**src/osc_analog_pkg.sv**
```systemverilog
// Purpose : Shared constants and carriers for the oscillator and analog
//           supply control register bank.
// Assumes : 16-bit registers on a 32-bit APB data bus, one word each.
// Notes   : Register offsets are word indices; byte address is index * 4.
package osc_analog_pkg;

    // ********************************************************************
    // Register word indices (byte address is four times the index)
    // ********************************************************************
    localparam logic [31:0] SLOW_XTAL_IDX  = 32'h5000_0020;
    localparam logic [31:0] FAST_CLK_IDX   = 32'h5000_0022;
    localparam logic [31:0] LOWF_RC_IDX    = 32'h5000_0024;
    localparam logic [31:0] REF_TRIM_IDX   = 32'h5000_0028;
    localparam logic [31:0] ANA_STAT_IDX   = 32'h5000_002A;
    localparam logic [31:0] IRQ_STAT_IDX   = 32'h5000_002E;
    localparam logic [31:0] IRQ_EN_IDX     = 32'h5000_0030;
    localparam logic [31:0] IRQ_CLR_IDX    = 32'h5000_0032;

    // ********************************************************************
    // Reset values and writable bit masks
    // ********************************************************************
    localparam logic [15:0] SLOW_XTAL_RST  = 16'h0000;
    localparam logic [15:0] SLOW_XTAL_WMSK = 16'h0001;
    localparam logic [15:0] FAST_CLK_RST   = 16'h54A0;
    localparam logic [15:0] FAST_CLK_WMSK  = 16'h7CFF;
    localparam logic [15:0] LOWF_RC_RST    = 16'h04C2;
    localparam logic [15:0] LOWF_RC_WMSK   = 16'h0FFF;
    localparam logic [15:0] REF_TRIM_RST   = 16'h0000;
    localparam logic [15:0] REF_TRIM_WMSK  = 16'h7FFF;
    localparam logic [15:0] ANA_STAT_RST   = 16'h0090;
    localparam logic [1:0]  IRQ_RST        = 2'h0;

    // ********************************************************************
    // Field positions
    // ********************************************************************
    localparam int IRQ_FALL_BIT  = 0;
    localparam int IRQ_RISE_BIT  = 1;
    localparam int VBUS_CMP_BIT  = 12;
    localparam int NEW_BAT_BIT   = 3;
    localparam int VBUS_AVL_BIT  = 2;

    // ********************************************************************
    // Carriers towards the analog blocks
    // ********************************************************************
    typedef struct packed {
        logic       crystal_highpass_en;
        logic       crystal_spike_filter_bypass;
        logic [2:0] crystal_amplitude_trim;
        logic [2:0] crystal_startup_current;
        logic [3:0] fast_rc_osc_trim;
        logic       fast_rc_osc_en;
    } fast_clk_t;

    typedef struct packed {
        logic       lowfreq_rc_en;
        logic       lowfreq_rc_extra_low;
        logic [1:0] lowfreq_rc_bias;
        logic [3:0] lowfreq_rc_temp_ctrl;
        logic [3:0] lowfreq_rc_trim;
    } lowfreq_rc_t;

    typedef struct packed {
        logic       supply_reg_ref_select;
        logic [3:0] sleep_reg_trim;
        logic [4:0] reference_bias_trim;
        logic [4:0] reference_voltage_trim;
    } ref_trim_t;

endpackage

```
**src/level_sync.sv**
```systemverilog
// Purpose : Three-stage synchroniser with agreement filter for levels.
// Assumes : Inputs are asynchronous to pclk.
// Notes   : A bit changes only once stages two and three agree.
`timescale 1ns/1ps
`default_nettype none
module level_sync #(
    parameter int          WIDTH     = 16,
    parameter logic [15:0] RESET_VAL = 16'h0000
) (
    // Clock and reset
    input  wire logic             pclk,
    input  wire logic             presetn,
    // Levels
    input  wire logic [WIDTH-1:0] async_in,
    output var  logic [WIDTH-1:0] sync_out
);

    logic [WIDTH-1:0] stage1_reg;
    logic [WIDTH-1:0] stage2_reg;
    logic [WIDTH-1:0] stage3_reg;

    // Shift chain; stage one feeds stage two only
    always_ff @(posedge pclk or negedge presetn) begin
        if (!presetn) begin
            stage1_reg <= RESET_VAL[WIDTH-1:0];
            stage2_reg <= RESET_VAL[WIDTH-1:0];
            stage3_reg <= RESET_VAL[WIDTH-1:0];
        end else begin
            stage1_reg <= async_in;
            stage2_reg <= stage1_reg;
            stage3_reg <= stage2_reg;
        end
    end

    // Per bit: follow when two and three agree, else hold
    always_ff @(posedge pclk or negedge presetn) begin
        if (!presetn) begin
            sync_out <= RESET_VAL[WIDTH-1:0];
        end else begin
            sync_out <= (stage2_reg & stage3_reg)
                      | (sync_out & (stage2_reg | stage3_reg));
        end
    end

endmodule
`default_nettype wire

```
**src/osc_analog_regs.sv**
```systemverilog
// Purpose : APB register bank for oscillator and analog supply control.
// Assumes : APB4 slave, zero wait states, 16-bit registers in low lanes.
// Notes   : Status word inputs are synchronised; supply events raise irq.
//           Write-only and unmapped words read back as zero.
//
// The implementer's own choice: the APB slave port.
`timescale 1ns/1ps
`default_nettype none
module osc_analog_regs
    import osc_analog_pkg::*;
#(
    parameter int ADDR_W = 12
) (
    // Clock and reset
    input  wire logic              pclk,
    input  wire logic              presetn,
    // APB slave
    input  wire logic              psel,
    input  wire logic              penable,
    input  wire logic              pwrite,
    input  wire logic [ADDR_W-1:0] paddr,
    input  wire logic [31:0]       pwdata,
    input  wire logic [3:0]        pstrb,
    output var  logic [31:0]       prdata,
    output var  logic              pready,
    output var  logic              pslverr,
    // Analog status levels from comparators and detectors
    input  wire logic [15:0]       ana_status_raw,
    // Oscillator and reference controls
    output var  logic              slow_crystal_osc_en,
    output var  fast_clk_t         fast_clk_ctrl,
    output var  lowfreq_rc_t       lowfreq_rc_ctrl,
    output var  ref_trim_t         ref_trim_ctrl,
    // Interrupt
    output var  logic              usb_supply_irq
);

    // ********************************************************************
    // Declarations
    // ********************************************************************
    logic [15:0] slow_xtal_reg;
    logic [15:0] fast_clk_reg;
    logic [15:0] lowf_rc_reg;
    logic [15:0] ref_trim_reg;
    logic [1:0]  irq_en_reg;
    logic [1:0]  irq_stat_reg;
    logic [1:0]  irq_stat_next;
    logic        vbus_prev_reg;
    logic [15:0] ana_status_sync;
    logic [15:0] wr_bits;
    logic [15:0] rd_next;
    logic        hit_any;
    logic        setup_phase;
    logic        wr_en;
    logic        sel_slow;
    logic        sel_fast;
    logic        sel_lowf;
    logic        sel_ref;
    logic        sel_stat;
    logic        sel_istat;
    logic        sel_ien;
    logic        sel_iclr;
    logic        vbus_rise;
    logic        vbus_fall;

    // ********************************************************************
    // Address decode
    // ********************************************************************

    // Word index compare on the address bits above the byte lanes
    // Bits above ADDR_W are not decoded, so the bank repeats in memory
    function automatic logic idx_hit(input logic [ADDR_W-1:0] addr,
                                     input logic [31:0]       idx);
        logic [31:0] byte_addr;
        byte_addr = {idx[29:0], 2'b00};
        return addr[ADDR_W-1:2] == byte_addr[ADDR_W-1:2];
    endfunction

    // Merge written lanes into a register under its writable mask
    // Reserved bits are forced to reset, so written data never sticks
    function automatic logic [15:0] merge(input logic [15:0] cur,
                                          input logic [15:0] wmsk,
                                          input logic [15:0] rst,
                                          input logic [15:0] wd);
        logic [15:0] upd;
        upd = (cur & ~wmsk) | (wd & wmsk);
        return (upd & wmsk) | (rst & ~wmsk);
    endfunction

    // Register selects
    // Each select compares one word index; byte lanes are ignored
    assign sel_slow  = idx_hit(paddr, SLOW_XTAL_IDX);
    assign sel_fast  = idx_hit(paddr, FAST_CLK_IDX);
    assign sel_lowf  = idx_hit(paddr, LOWF_RC_IDX);
    assign sel_ref   = idx_hit(paddr, REF_TRIM_IDX);
    assign sel_stat  = idx_hit(paddr, ANA_STAT_IDX);
    assign sel_istat = idx_hit(paddr, IRQ_STAT_IDX);
    assign sel_ien   = idx_hit(paddr, IRQ_EN_IDX);
    assign sel_iclr  = idx_hit(paddr, IRQ_CLR_IDX);
    // Any miss answers with an error and leaves every register alone
    assign hit_any   = sel_slow | sel_fast | sel_lowf | sel_ref | sel_stat
                     | sel_istat | sel_ien | sel_iclr;

    // Phases; a write lands in the access cycle with pready high
    // A setup cycle alone never alters state, so an aborted access is safe
    assign setup_phase = psel & ~penable;
    assign wr_en       = psel & penable & pready & pwrite;

    // Byte lanes: unstrobed lanes keep the current contents
    function automatic logic [15:0] lanes(input logic [15:0] cur,
                                          input logic [15:0] wd,
                                          input logic [1:0]  strb);
        logic [15:0] res;
        res[7:0]  = strb[0] ? wd[7:0]  : cur[7:0];
        res[15:8] = strb[1] ? wd[15:8] : cur[15:8];
        return res;
    endfunction

    // Only the low half of the data bus reaches the registers
    assign wr_bits = pwdata[15:0];

    // ********************************************************************
    // APB answer
    // ********************************************************************

    // Read data mux; write-only and unmapped words read zero
    // Decoded in the setup cycle, so paddr must be valid with psel
    always_comb begin
        rd_next = 16'h0000;
        if (sel_slow) begin
            rd_next = slow_xtal_reg;
        end else if (sel_fast) begin
            rd_next = fast_clk_reg;
        end else if (sel_lowf) begin
            rd_next = lowf_rc_reg;
        end else if (sel_ref) begin
            rd_next = ref_trim_reg;
        end else if (sel_stat) begin
            rd_next = ana_status_sync;
        end else if (sel_istat) begin
            rd_next = {14'h0000, irq_stat_reg};
        end else if (sel_ien) begin
            rd_next = {14'h0000, irq_en_reg};
        end
    end

    // Ready for exactly the one access cycle after setup
    // No wait states: every access ends in its first access cycle
    always_ff @(posedge pclk or negedge presetn) begin
        if (!presetn) begin
            pready <= 1'b0;
        end else begin
            pready <= setup_phase;
        end
    end

    // Read data and error captured in the setup cycle
    // Cleared outside the access cycle so stale data never leaks
    always_ff @(posedge pclk or negedge presetn) begin
        if (!presetn) begin
            prdata  <= 32'h0000_0000;
            pslverr <= 1'b0;
        end else if (setup_phase) begin
            prdata  <= pwrite ? 32'h0000_0000 : {16'h0000, rd_next};
            pslverr <= ~hit_any;
        end else begin
            prdata  <= 32'h0000_0000;
            pslverr <= 1'b0;
        end
    end

    // ********************************************************************
    // Oscillator control registers
    // ********************************************************************

    // Slow crystal control, only the enable is stored
    // Its upper fields belong to other logic and read back as zero
    always_ff @(posedge pclk or negedge presetn) begin
        if (!presetn) begin
            slow_xtal_reg <= SLOW_XTAL_RST;
        end else if (wr_en && sel_slow) begin
            slow_xtal_reg <= merge(slow_xtal_reg, SLOW_XTAL_WMSK,
                                   SLOW_XTAL_RST,
                                   lanes(slow_xtal_reg, wr_bits, pstrb[1:0]));
        end
    end

    // Fast clock control; bits 15 and 9:8 stay reserved
    // Bits 4:1 hold the fast RC trim; it resets to the lowest frequency
    always_ff @(posedge pclk or negedge presetn) begin
        if (!presetn) begin
            fast_clk_reg <= FAST_CLK_RST;
        end else if (wr_en && sel_fast) begin
            fast_clk_reg <= merge(fast_clk_reg, FAST_CLK_WMSK, FAST_CLK_RST,
                                  lanes(fast_clk_reg, wr_bits, pstrb[1:0]));
        end
    end

    // Low-frequency RC control; bits 15:12 reserved
    // Bias and temperature fields sit between range and trim
    always_ff @(posedge pclk or negedge presetn) begin
        if (!presetn) begin
            lowf_rc_reg <= LOWF_RC_RST;
        end else if (wr_en && sel_lowf) begin
            lowf_rc_reg <= merge(lowf_rc_reg, LOWF_RC_WMSK, LOWF_RC_RST,
                                 lanes(lowf_rc_reg, wr_bits, pstrb[1:0]));
        end
    end

    // Reference and sleep regulator trims; bit 15 reserved
    // Select stays low until software moves the supplies to the reference
    always_ff @(posedge pclk or negedge presetn) begin
        if (!presetn) begin
            ref_trim_reg <= REF_TRIM_RST;
        end else if (wr_en && sel_ref) begin
            ref_trim_reg <= merge(ref_trim_reg, REF_TRIM_WMSK, REF_TRIM_RST,
                                  lanes(ref_trim_reg, wr_bits, pstrb[1:0]));
        end
    end

    // ********************************************************************
    // Control outputs, straight from the register bits
    // ********************************************************************
    // Every control output is a plain register bit, free of glitches
    assign slow_crystal_osc_en = slow_xtal_reg[0];

    assign fast_clk_ctrl.crystal_highpass_en         = fast_clk_reg[14];
    assign fast_clk_ctrl.crystal_spike_filter_bypass = fast_clk_reg[13];
    assign fast_clk_ctrl.crystal_amplitude_trim      = fast_clk_reg[12:10];
    assign fast_clk_ctrl.crystal_startup_current     = fast_clk_reg[7:5];
    assign fast_clk_ctrl.fast_rc_osc_trim            = fast_clk_reg[4:1];
    assign fast_clk_ctrl.fast_rc_osc_en              = fast_clk_reg[0];

    assign lowfreq_rc_ctrl.lowfreq_rc_en        = lowf_rc_reg[11];
    assign lowfreq_rc_ctrl.lowfreq_rc_extra_low = lowf_rc_reg[10];
    assign lowfreq_rc_ctrl.lowfreq_rc_bias      = lowf_rc_reg[9:8];
    assign lowfreq_rc_ctrl.lowfreq_rc_temp_ctrl = lowf_rc_reg[7:4];
    assign lowfreq_rc_ctrl.lowfreq_rc_trim      = lowf_rc_reg[3:0];

    assign ref_trim_ctrl.supply_reg_ref_select  = ref_trim_reg[14];
    assign ref_trim_ctrl.sleep_reg_trim         = ref_trim_reg[13:10];
    assign ref_trim_ctrl.reference_bias_trim    = ref_trim_reg[9:5];
    assign ref_trim_ctrl.reference_voltage_trim = ref_trim_reg[4:0];

    // ********************************************************************
    // Analog status synchronisation
    // ********************************************************************

    // Status resets to its idle levels
    // Three flops plus agreement: a level shows four edges late
    level_sync #(
        .WIDTH     (16),
        .RESET_VAL (ANA_STAT_RST)
    ) u_status_sync (
        .pclk     (pclk),
        .presetn  (presetn),
        .async_in (ana_status_raw),
        .sync_out (ana_status_sync)
    );

    // ********************************************************************
    // USB supply interrupt
    // ********************************************************************

    // Previous comparator level for edge detection
    // Edges come from the filtered level, so a glitch raises nothing
    always_ff @(posedge pclk or negedge presetn) begin
        if (!presetn) begin
            vbus_prev_reg <= ANA_STAT_RST[VBUS_CMP_BIT];
        end else begin
            vbus_prev_reg <= ana_status_sync[VBUS_CMP_BIT];
        end
    end

    // One-cycle pulses on either edge of the supply comparator
    assign vbus_rise = ana_status_sync[VBUS_CMP_BIT] & ~vbus_prev_reg;
    assign vbus_fall = ~ana_status_sync[VBUS_CMP_BIT] & vbus_prev_reg;

    // Interrupt enables
    // Only the low byte holds the two enables; other lanes are ignored
    always_ff @(posedge pclk or negedge presetn) begin
        if (!presetn) begin
            irq_en_reg <= IRQ_RST;
        end else if (wr_en && sel_ien && pstrb[0]) begin
            irq_en_reg <= pwdata[1:0];
        end
    end

    // Sticky status: clears first, new events win over them
    // Events set status whatever the enables; masking gates only the line
    always_comb begin
        irq_stat_next = irq_stat_reg;
        if (wr_en && sel_istat && pstrb[0]) begin
            irq_stat_next = irq_stat_reg & ~pwdata[1:0];
        end
        if (wr_en && sel_iclr) begin
            irq_stat_next = 2'b00;
        end
        irq_stat_next[IRQ_RISE_BIT] = irq_stat_next[IRQ_RISE_BIT] | vbus_rise;
        irq_stat_next[IRQ_FALL_BIT] = irq_stat_next[IRQ_FALL_BIT] | vbus_fall;
    end

    // Sticky status register
    always_ff @(posedge pclk or negedge presetn) begin
        if (!presetn) begin
            irq_stat_reg <= IRQ_RST;
        end else begin
            irq_stat_reg <= irq_stat_next;
        end
    end

    // Level interrupt from unmasked sticky bits
    // Enable changes reach the line one edge after they are written
    always_ff @(posedge pclk or negedge presetn) begin
        if (!presetn) begin
            usb_supply_irq <= 1'b0;
        end else begin
            usb_supply_irq <= |(irq_stat_next & irq_en_reg);
        end
    end

endmodule
`default_nettype wire
```
**config.mk**
```make
export PLATFORM = sky130hd
export DESIGN_NAME = osc_analog_regs
export DESIGN_NICKNAME = d
export VERILOG_FILES = /design/src/osc_analog_pkg.sv /design/src/level_sync.sv /design/src/osc_analog_regs.sv
export SDC_FILE = /design/constraint.sdc
export NUM_CORES = 1
export LEC_CHECK = 0
export BUFFER_PORTS_ARGS = -buffer_cell sky130_fd_sc_hd__buf_2
export CORE_MARGIN = 3
export CORE_UTILIZATION = 46
export CTS_BUF_LIST = sky130_fd_sc_hd__clkbuf_4 sky130_fd_sc_hd__clkbuf_8
export DETAILED_ROUTE_END_ITERATION = 8
export PLACE_DENSITY = 0.72
export SKIP_CTS_REPAIR_TIMING = 1
export SLEW_MARGIN = 20
export SYNTH_ARGS = -nofsm -noshare
export SYNTH_HDL_FRONTEND = slang
export SYNTH_SLANG_ARGS = --single-unit
export TNS_END_PERCENT = 10
```
**constraint.sdc**
```tcl
create_clock -name pclk -period 2.1 [get_ports pclk]
set_clock_uncertainty 0.2 [all_clocks]
set_input_delay 0.105 -clock pclk [delete_from_list [all_inputs] [get_ports pclk]]
set_output_delay 0.105 -clock pclk [all_outputs]
set_load 0.02 [all_outputs]
```
==> metrics.csv, run 1 <==
metric,value,unit
status,"complete, but fails checks",
violated checks,hold timing,
met2 wire length,5950,um
Synthesis Warnings,0,
origin of the worst setup path,paddr[2],
register bit count reported by yosys,129,
internal power,3620,uW
Slew Limit Fails,0,
number of H-tree branching levels,4,
CP Class,in -> reg,
multi-input logic area,1640,sq um
largest delay contributor family on the critical path,simple AND/OR/NAND/NOR gates,
total overflow reported by the global router,0,
die area,12200,sq um
Iter 0 DRT Violations,217,
proportion of power drawn by flip-flops and latches,0.523,
worst reg-to-reg path cell count,5,
most frequently used flop master after synthesis,sky130_fd_sc_hd__dfrtp_1,
highest layer used for signal routing,met4,
syn avg cell area,13.5,sq um
wire length of the first global-routing pass,18700,um
proportion of layout cells with a drive suffix above 1,0.422,
cell count after synthesis,373,
detailed-route wire length on metal 1,4840,um
DP Wirelength,8250,um
pin count of the biggest net entering global routing,47,
Crit. End Element,register,
final core utilization,0.627,
Net Switching,1380,uW
vias in the first global route,3638,
diode count,0,
RSZ-0062 raised after global routing,false,
crit path max fanout,7,
final worst hold slack,-0.0180,ns
Pwr per Cell Area,763,nW/um^2
row count,37,
weighted congestion reported at the end of routability-driven placement,0.786,
Nets,610,
area of all sequential standard cells,3250,sq um
met3 WL,665,um
end of the worst register-to-register path,lowf_rc_reg[4],
placed instance area,5780,sq um
clock latency reported for the late side of the worst-skew pair,0.44,ns
element type at the critical path start,input pin,
chain of cells forming the critical path,dlygate4sd3_1 > buf_2 > nor4_2 > nand2_2 > nor3_4 > mux2_2,
switching fraction of total power,0.277,
"Clk pin slew, worst setup/hold paths",0.09,ns
worst setup path end,fast_clk_reg[13],
starting density of the core,0.481,
number of buffer cells added on primary ports,107,
worst hold-check path type,in -> async,
stage delay of the slowest cell on the critical path,0.54,ns
DRC viols,0,
startpoint of the worst-slack reg-to-reg timing path,pready,
share of async-settable or async-resettable flops after synthesis,1.00,
root cell of the clock tree,sky130_fd_sc_hd__clkbuf_8,
total buffers and inverters traversed by the critical path,2,
area of all placed cells without fillers,6560,sq um
"Req. time, crit path",2.22,ns
distinct cell type count of the synthesized netlist,49,
Worst-Margin Slew,0.540,ns
Inserted Clock Buffers,17,
total I/O pin count,145,
vias per inst,5.14,
IR Drop Worst-Case VDD,469,uV
CORE AREA,10500,sq um
die extent in y,111,um
remaining antenna violation count,0,
vias after detailed routing,3547,
CTS tree,done,
power after layout,5000,uW
horizontal die dimension,111,um
Setup-failing EPs final,0,
synth-to-layout area growth,30.3,%
final total negative setup slack,0,ns
average wire per standard cell,16.9,um
count of endpoints failing hold in the final timing report,18,
Worst R2R Setup Slack,0.13,ns
"number of standard cells in the layout, taps in and fillers out",690,
data arrival time of the critical path,2.17,ns
f_max,0.488,GHz
Post-Synthesis Cell Area,5030,sq um
fill cell total of the finished layout,820,
placed cell count,620,
number of stages on the worst setup path,6,
Max-slew headroom,0.640,
share of the yosys chip area belonging to registers,0.646,
"EDFF count, synth",0,
Max Root-Sink Buffers,2,
final period utilization,0.977,
wire length after detailed routing,11700,um
part of the total power dissipated in combinational logic,0.070,
clock network fraction of total power,0.407,
number of iterations in the first detailed-routing pass,4,
gr usage total,0.193,
TritonCTS sink count,129,
cell leakage power,0.00319,uW
initial antenna violation count,0,
min cycle time layout,2.05,ns
slowest CP cell,sky130_fd_sc_hd__dlygate4sd3_1,
count of max-cap constraint violations,0,
cells in the mapped netlist, types with 3 or more instances:
cell,number,area (sq um)
sky130_fd_sc_hd__nand2b_1,3,18.8
sky130_fd_sc_hd__a22o_1,3,26.3
sky130_fd_sc_hd__clkbuf_1,4,15.0
sky130_fd_sc_hd__buf_2,3,15.0
sky130_fd_sc_hd__maj3_1,16,160
sky130_fd_sc_hd__a21oi_1,22,110
sky130_fd_sc_hd__nand3_1,15,75.1
sky130_fd_sc_hd__nand4_1,5,31.3
sky130_fd_sc_hd__buf_4,17,128
sky130_fd_sc_hd__dfrtp_1,112,2800
sky130_fd_sc_hd__mux2_2,46,518
sky130_fd_sc_hd__o21ai_0,15,75.1
sky130_fd_sc_hd__nor4_1,7,43.8
sky130_fd_sc_hd__nor2_1,25,93.8
sky130_fd_sc_hd__dfstp_2,17,447
sky130_fd_sc_hd__nor3_1,4,20.0
sky130_fd_sc_hd__inv_1,6,22.5
sky130_fd_sc_hd__nand2_1,12,45.0
sky130_fd_sc_hd__nor3_4,4,65.1
final cells by class:
| cell class | instances | area share |
|---|---|---|
| Multi-Input combinational cell | 226 | 0.250 |
| Sequential cell | 129 | 0.496 |
| Tap cell | 136 | 0.0260 |
| Clock buffer | 17 | 0.0357 |
| Inverter | 6 | 0.00344 |
| Clock inverter | 15 | 0.0250 |
| Timing Repair Buffer | 161 | 0.164 |
how the worst min path moves through the flow:
stage / slack (ns) / endpoint / start
final: -0.02 / fast_clk_reg[3] / presetn
after CTS: -0.56 / prdata[3] / presetn
after global routing: 0.009 / irq_stat_reg[0] / paddr[11]
after floorplan: -0.39 / fast_clk_reg[0] / presetn
after detailed placement: -0.08 / prdata[3] / presetn
after global placement: -0.08 / prdata[3] / presetn
power groups by stage:
stage / Combinational [uW] / Sequential, uW / Clock [uW]
finish: 348 / 2620 / 2040
global route: 384 / 2630 / 2200
CTS: 295 / 2620 / 2080
detailed placement: 293 / 2660 / 0
global placement: 285 / 2660 / 0
floorplan: 158 / 2650 / 0
per-stage QoR:
stage                     hold WS (ns)  setup WS [ns]
after floorplan                 -0.391          0.165
after global placement         -0.0782          0.196
after detailed placement       -0.0769          0.174
after CTS                       -0.558          0.167
after global routing           0.00887         0.0201
final                          -0.0180         0.0492
placed cells by master, fill, tap and decap left out, types with 2 or more instances in the layout:
master / n
sky130_fd_sc_hd__clkinv_8: 3
sky130_fd_sc_hd__inv_6: 3
sky130_fd_sc_hd__o21ai_0: 15
sky130_fd_sc_hd__nor3_4: 4
sky130_fd_sc_hd__clkinv_4: 2
sky130_fd_sc_hd__clkbuf_8: 17
sky130_fd_sc_hd__buf_12: 3
sky130_fd_sc_hd__nand3_2: 2
sky130_fd_sc_hd__a32o_1: 2
sky130_fd_sc_hd__a21oi_1: 22
sky130_fd_sc_hd__nand2b_1: 3
sky130_fd_sc_hd__dlygate4sd3_1: 38
sky130_fd_sc_hd__dfstp_2: 17
sky130_fd_sc_hd__nand2_1: 12
sky130_fd_sc_hd__nor4_1: 7
sky130_fd_sc_hd__nand4_1: 5
sky130_fd_sc_hd__buf_2: 106
sky130_fd_sc_hd__conb_1: 16
sky130_fd_sc_hd__and2_1: 2
sky130_fd_sc_hd__nand2_2: 2
sky130_fd_sc_hd__inv_8: 5
sky130_fd_sc_hd__nor2_1: 25
sky130_fd_sc_hd__maj3_1: 16
sky130_fd_sc_hd__nor3_1: 4
sky130_fd_sc_hd__nand3_1: 15
sky130_fd_sc_hd__a22oi_1: 2
sky130_fd_sc_hd__buf_4: 14
sky130_fd_sc_hd__dfrtp_1: 112
sky130_fd_sc_hd__clkinvlp_4: 2
sky130_fd_sc_hd__mux2_2: 46
sky130_fd_sc_hd__inv_1: 6
sky130_fd_sc_hd__nor2b_1: 2
sky130_fd_sc_hd__a22o_1: 3
sky130_fd_sc_hd__nor2_4: 2
cells by family (layout without fill, tap and decap cells):
family	count (synthesis)	in the layout	synth area share
DFF	129	129	0.646
and+or+nand+nor	95	95	0.116
AOI/OAI and AO/OA	53	53	0.0634
muxes	46	46	0.103
buffers and inverters	33	199	0.0398
adders and majority gates	16	16	0.0318
other	1	16	0.000745
routing by layer:
layer	GRT usage	vias to the layer above
li1	-	1633
met1	0.238	1767
met2	0.320	129
met3	0.0630	18
met4	0.0681	0
met5	0	-
No activity file was read; power rests on OpenSTA's default activity.
==> inputs of run 2 (changes only) <==
--- a/config.mk
+++ b/config.mk
@@ -10,7 +10,8 @@
 export CORE_UTILIZATION = 46
 export CTS_BUF_LIST = sky130_fd_sc_hd__clkbuf_4 sky130_fd_sc_hd__clkbuf_8
 export DETAILED_ROUTE_END_ITERATION = 8
-export PLACE_DENSITY = 0.72
+export PLACE_DENSITY = 0.74
+export REMOVE_ABC_BUFFERS = 1
 export SKIP_CTS_REPAIR_TIMING = 1
 export SLEW_MARGIN = 20
 export SYNTH_ARGS = -nofsm -noshare
==> metrics.csv, run 2 (synthesized netlist as in run 1, its figures left out) <==
metric,value,unit,change
startpoint of the worst-slack reg-to-reg timing path,pready,,unchanged
weighted congestion reported at the end of routability-driven placement,0.820,,was 0.786
pin count of the biggest net entering global routing,41,,was 47
clock latency reported for the late side of the worst-skew pair,0.43,ns,was 0.44 ns
Setup-failing EPs final,0,,unchanged
Worst R2R Setup Slack,0.15,ns,was 0.13 ns
root cell of the clock tree,sky130_fd_sc_hd__clkbuf_8,,unchanged
gr usage total,0.196,,was 0.193
synth-to-layout area growth,30.9,%,was 30.3%
number of H-tree branching levels,4,,unchanged
diode count,0,,unchanged
min cycle time layout,2.00,ns,was 2.05 ns
vias after detailed routing,3605,,was 3547
"top library cells by usage in the layout, fill and taps aside","112 x sky130_fd_sc_hd__dfrtp_1, 106 x sky130_fd_sc_hd__buf_2, 46 x sky130_fd_sc_hd__mux2_2, 38 x sky130_fd_sc_hd__dlygate4sd3_1, 25 x sky130_fd_sc_hd__nor2_1",,unchanged
remaining antenna violation count,0,,unchanged
RSZ-0062 raised after global routing,false,,unchanged
vias per inst,5.22,,was 5.14
Iter 0 DRT Violations,182,,was 217
starting density of the core,0.481,,unchanged
total overflow reported by the global router,0,,unchanged
cell leakage power,0.00320,uW,was 0.00319 uW
power after layout,5060,uW,was 5000 uW
Post-Place Setup Slack,0.163,ns,was 0.174 ns
Pwr per Cell Area,768,nW/um^2,was 763 nW/um^2
number of stages on the worst setup path,6,,unchanged
"Clk pin slew, worst setup/hold paths",0.08,ns,was 0.09 ns
worst setup path end,irq_en_reg[1],,was fast_clk_reg[13]
number of buffer cells added on primary ports,107,,unchanged
IR Drop Worst-Case VDD,472,uV,was 469 uV
fill cell total of the finished layout,831,,was 820
vias in the first global route,3583,,was 3638
wire length after detailed routing,11800,um,was 11700 um
Worst-Margin Slew,0.540,ns,about the same
slowest CP cell,sky130_fd_sc_hd__dlygate4sd3_1,,unchanged
CORE AREA,10500,sq um,unchanged
chain of cells forming the critical path,dlygate4sd3_1 > buf_2 > or2_1 > nor4b_4 > and3_1 > mux2_2,,was dlygate4sd3_1 > buf_2 > nor4_2 > nand2_2 > nor3_4 > mux2_2
area of all sequential standard cells,3250,sq um,unchanged
CTS tree,done,,unchanged
"Req. time, crit path",2.22,ns,about the same
worst reg-to-reg path cell count,4,,was 5
final total negative setup slack,0,ns,unchanged
"leading cell type in the layout, fill and taps excluded",sky130_fd_sc_hd__dfrtp_1,,unchanged
DRC viols,0,,unchanged
origin of the worst setup path,paddr[4],,was paddr[2]
Nets,611,,was 610
stage delay of the slowest cell on the critical path,0.53,ns,was 0.54 ns
Max-slew headroom,0.640,,about the same
die area,12200,sq um,unchanged
f_max,0.501,GHz,was 0.488 GHz
status,"complete, but fails checks",,unchanged
initial antenna violation count,0,,unchanged
worst hold-check path type,in -> async,,unchanged
PnR worst setup slack,0.103,ns,was 0.0492 ns
Inserted Clock Buffers,17,,unchanged
average wire per standard cell,17.1,um,was 16.9 um
die extent in y,111,um,unchanged
DP Wirelength,8170,um,was 8250 um
end of the worst register-to-register path,ref_trim_reg[7],,was lowf_rc_reg[4]
proportion of layout cells with a drive suffix above 1,0.423,,was 0.422
horizontal die dimension,111,um,unchanged
final period utilization,0.951,,was 0.977
number of iterations in the first detailed-routing pass,4,,unchanged
total buffers and inverters traversed by the critical path,2,,unchanged
violated checks,hold timing,,unchanged
TritonCTS sink count,129,,unchanged
total I/O pin count,145,,unchanged
CP Class,in -> reg,,unchanged
Slew Limit Fails,0,,unchanged
data arrival time of the critical path,2.11,ns,was 2.17 ns
element type at the critical path start,input pin,,unchanged
count of endpoints failing hold in the final timing report,1,,was 18
Max Root-Sink Buffers,2,,unchanged
largest delay contributor family on the critical path,simple AND/OR/NAND/NOR gates,,unchanged
Crit. End Element,register,,unchanged
multi-input logic area,1640,sq um,unchanged
crit path max fanout,9,,was 7
final worst hold slack,-0.000233,ns,was -0.0180 ns
row count,37,,unchanged
count of max-cap constraint violations,0,,unchanged
wire length of the first global-routing pass,18800,um,was 18700 um
## run 2: area by class of cell
cell class                 instances  area share
sequential                       129       0.493
multi-input combinational        226       0.249
timing repair buffer             162       0.168
clock buffer                      18      0.0367
tap                              136      0.0258
clock inverter                    14      0.0239
inverter                           6     0.00342
## run 2: worst min-delay path by stage
stage,startpoint,to,slack (ns),cells after the start
final,presetn,ref_trim_reg[2],-0.0002,2
after CTS,presetn,prdata[2],-0.55,1
after global routing,paddr[9],irq_stat_reg[1],0.008,4
after detailed placement,presetn,prdata[7],-0.07,1
after global placement,presetn,prdata[7],-0.08,1
after floorplan,presetn,fast_clk_reg[0],-0.39,0
## run 2: per-layer routing
layer,vias to the layer above,routed length (um),GRT usage
met1,1813,5080,0.248
met2,126,5830,0.320
met4,0,202,0.0772
met5,-,0,0
met3,19,675,0.0570
li1,1647,-,-
## run 2: through the flow
stage | instances | utilization | area (sq um)
final | 691 | 0.630 | 6590
after CTS | 653 | 0.593 | 6210
after detailed placement | 621 | 0.555 | 5810
after global placement | 621 | 0.555 | 5810
after global routing | 691 | 0.630 | 6590
after floorplan | 361 | - | 4910
## run 2: power by group
part	total [uW]	internal, uW	switching (uW)
Clock	2090	1090	1010
Combinational	355	153	202
Sequential	2610	2570	41.2
Total	5060	3810	1250
==> inputs of run 3 (changes only) <==
--- a/config.mk
+++ b/config.mk
@@ -10,11 +10,11 @@
 export CORE_UTILIZATION = 46
 export CTS_BUF_LIST = sky130_fd_sc_hd__clkbuf_4 sky130_fd_sc_hd__clkbuf_8
 export DETAILED_ROUTE_END_ITERATION = 8
-export PLACE_DENSITY = 0.74
+export PLACE_DENSITY = 0.75
 export REMOVE_ABC_BUFFERS = 1
 export SKIP_CTS_REPAIR_TIMING = 1
-export SLEW_MARGIN = 20
 export SYNTH_ARGS = -nofsm -noshare
 export SYNTH_HDL_FRONTEND = slang
+export SYNTH_HIERARCHICAL = 1
 export SYNTH_SLANG_ARGS = --single-unit
 export TNS_END_PERCENT = 10
==> metrics.csv, run 3 <==
metric,value,unit,change
number of H-tree branching levels,4,,unchanged
cell count after synthesis,319,,was 373
multi-input logic area,1440,sq um,was 1640 sq um
vias in the first global route,3228,,was 3583
CP Class,reg -> reg,,was in -> reg
IR Drop Worst-Case VDD,490,uV,was 472 uV
Iter 0 DRT Violations,235,,was 182
min cycle time layout,1.92,ns,was 2.00 ns
share of the yosys chip area belonging to registers,0.675,,was 0.646
vias per inst,5.10,,was 5.22
violated checks,hold timing,,unchanged
starting density of the core,0.484,,was 0.481
placed cell count,571,,was 621
Post-Place Setup Slack,-0.0368,ns,was 0.163 ns
worst hold-check path type,in -> reg,,was in -> async
"number of standard cells in the layout, taps in and fillers out",641,,was 691
Nets,564,,was 611
area of all sequential standard cells,3250,sq um,unchanged
final worst hold slack,-0.0274,ns,was -0.000233 ns
DRC viols,0,,unchanged
fill cell total of the finished layout,726,,was 831
total I/O pin count,145,,unchanged
data arrival time of the critical path,2.02,ns,was 2.11 ns
die area,11700,sq um,was 12200 sq um
status,"complete, but fails checks",,unchanged
horizontal die dimension,108,um,was 111 um
gr usage total,0.191,,was 0.196
Crit. End Element,register,,unchanged
Max Root-Sink Buffers,2,,unchanged
DP Wirelength,7530,um,was 8170 um
PnR worst setup slack,0.183,ns,was 0.103 ns
Post-Synthesis Cell Area,4820,sq um,was 5030 sq um
f_max,0.522,GHz,was 0.501 GHz
syn avg cell area,15.1,sq um,was 13.5 sq um
diode count,0,,unchanged
RSZ-0062 raised after global routing,false,,unchanged
weighted congestion reported at the end of routability-driven placement,0.900,,was 0.820
Inserted Clock Buffers,17,,unchanged
CORE AREA,9950,sq um,was 10500 sq um
final period utilization,0.913,,was 0.951
wire length of the first global-routing pass,16900,um,was 18800 um
synth-to-layout area growth,33.9,%,was 30.9%
proportion of layout cells with a drive suffix above 1,0.482,,was 0.423
cell type with the largest total area after synthesis,sky130_fd_sc_hd__dfrtp_1,,unchanged
Setup-failing EPs final,0,,unchanged
number of iterations in the first detailed-routing pass,4,,unchanged
initial antenna violation count,0,,unchanged
clock latency reported for the late side of the worst-skew pair,0.42,ns,was 0.43 ns
count of endpoints failing hold in the final timing report,3,,was 1
register bit count reported by yosys,129,,unchanged
share of async-settable or async-resettable flops after synthesis,1.00,,unchanged
Slew Limit Fails,0,,unchanged
worst hold path cell count,5,,
Max-slew headroom,0.662,,was 0.640
Synthesis Warnings,6,,was 0
number of buffer cells added on primary ports,107,,unchanged
row count,36,,was 37
element type at the critical path start,register,,was input pin
"Clk pin slew, worst setup/hold paths",0.07,ns,was 0.08 ns
cell leakage power,0.00317,uW,was 0.00320 uW
commonest cells in the synthesized netlist,"112 x sky130_fd_sc_hd__dfrtp_1, 43 x sky130_fd_sc_hd__mux2_2, 19 x sky130_fd_sc_hd__buf_4",,"was 112 x sky130_fd_sc_hd__dfrtp_1, 46 x sky130_fd_sc_hd__mux2_2, 25 x sky130_fd_sc_hd__nor2_1"
"Req. time, crit path",2.20,ns,was 2.22 ns
power after layout,5250,uW,was 5060 uW
count of max-cap constraint violations,0,,unchanged
most common cell in the netlist,sky130_fd_sc_hd__dfrtp_1,,unchanged
Pwr per Cell Area,814,nW/um^2,was 768 nW/um^2
"leading cell type in the layout, fill and taps excluded",sky130_fd_sc_hd__dfrtp_1,,unchanged
worst reg-to-reg path cell count,5,,was 4
TritonCTS sink count,129,,unchanged
proportion of netlist area held by the largest area contributor,0.582,,was 0.557
most frequently used flop master after synthesis,sky130_fd_sc_hd__dfrtp_1,,unchanged
distinct cell type count of the synthesized netlist,46,,was 49
root cell of the clock tree,sky130_fd_sc_hd__clkbuf_8,,unchanged
remaining antenna violation count,0,,unchanged
vias after detailed routing,3268,,was 3605
"EDFF count, synth",0,,unchanged
average wire per standard cell,17.5,um,was 17.1 um
total overflow reported by the global router,0,,unchanged
die extent in y,108,um,was 111 um
wire length after detailed routing,11200,um,was 11800 um
pin count of the biggest net entering global routing,58,,was 41
Worst-Margin Slew,0.508,ns,was 0.540 ns
"top library cells by usage in the layout, fill and taps aside","112 x sky130_fd_sc_hd__dfrtp_1, 106 x sky130_fd_sc_hd__buf_2, 43 x sky130_fd_sc_hd__mux2_2, 38 x sky130_fd_sc_hd__dlygate4sd3_1, 20 x sky130_fd_sc_hd__clkbuf_8",,"was 112 x sky130_fd_sc_hd__dfrtp_1, 106 x sky130_fd_sc_hd__buf_2, 46 x sky130_fd_sc_hd__mux2_2, 38 x sky130_fd_sc_hd__dlygate4sd3_1, 25 x sky130_fd_sc_hd__nor2_1"
crit path max fanout,7,,was 9
cell types with the largest area share after synthesis,"sky130_fd_sc_hd__dfrtp_1 58%, sky130_fd_sc_hd__mux2_2 10%, sky130_fd_sc_hd__dfstp_2 9.3%",,"was sky130_fd_sc_hd__dfrtp_1 56%, sky130_fd_sc_hd__mux2_2 10%, sky130_fd_sc_hd__dfstp_2 8.9%"
CTS tree,done,,unchanged
[run 3: cell count changes in the layout (fill, tap and decap cells not counted), sizes merged, moves of 6 or more]
cell and delta:
nor4 -6, nand3 -14, a21oi -19, nor2 -16, a221oi +7, o21ai -12
a222oi +6, o22ai +7
[run 3: worst max-delay path, cell delays in order (launching register included)]
cell	delay (ns)
sky130_fd_sc_hd__dfrtp_1	0.34
sky130_fd_sc_hd__and4_1	0.33
sky130_fd_sc_hd__and2_1	0.22
sky130_fd_sc_hd__and2_1	0.23
sky130_fd_sc_hd__buf_12	0.15
sky130_fd_sc_hd__mux2_2	0.33
[run 3: final timing paths]
check | from | endpoint | slack, ns
min reg2reg | u_status_sync/stage1_reg[12] | u_status_sync/stage2_reg[12] | 0.15
max in group asynchronous | presetn | fast_clk_reg[14] | 0.94
min in group asynchronous | presetn | u_status_sync/sync_out[13] | 0
max | pready | ref_trim_reg[4] | 0.18
min | paddr[11] | prdata[0] | -0.03
max reg2reg | pready | ref_trim_reg[4] | 0.18
[run 3: layout make-up]
cell class              count  area share
clock buffers              20      0.0427
clock inverters            12      0.0278
inverters                   3     0.00175
multi-input cells         177       0.224
flip-flops and latches    129       0.504
well taps                 133      0.0258
repair buffers            167       0.174
[run 3: through the flow]
stage | utilization | TNS (ns) | instance area [sq um]
2_1_floorplan | - | -1.84 | 4700
3_3_place_gp | 0.564 | -0.407 | 5610
3_5_place_dp | 0.564 | -0.153 | 5610
4_1_cts | 0.609 | 0 | 6070
5_1_grt | 0.648 | 0 | 6450
6_report | 0.648 | 0 | 6450
[run 3: logic make-up after synthesis]
logic type,count (synthesis),share of synthesized area
simple gates,63,0.0852
other cells,1,0.000779
flops,129,0.675
mux,45,0.105
compound gates,37,0.0595
buf+inv,28,0.0377
fa+ha+maj,16,0.0374
[run 3: routing by layer]
layer | track usage | part of all wire
met5 | 0 | 0
met2 | 0.315 | 0.52
met4 | 0.0514 | 0.0076
met3 | 0.0627 | 0.073
met1 | 0.244 | 0.40
[run 3: report_power, final]
group	switching [uW]	internal [uW]	total [uW]
Sequential	47.3	2570	2620
Combinational	148	131	279
Clock	952	1390	2350
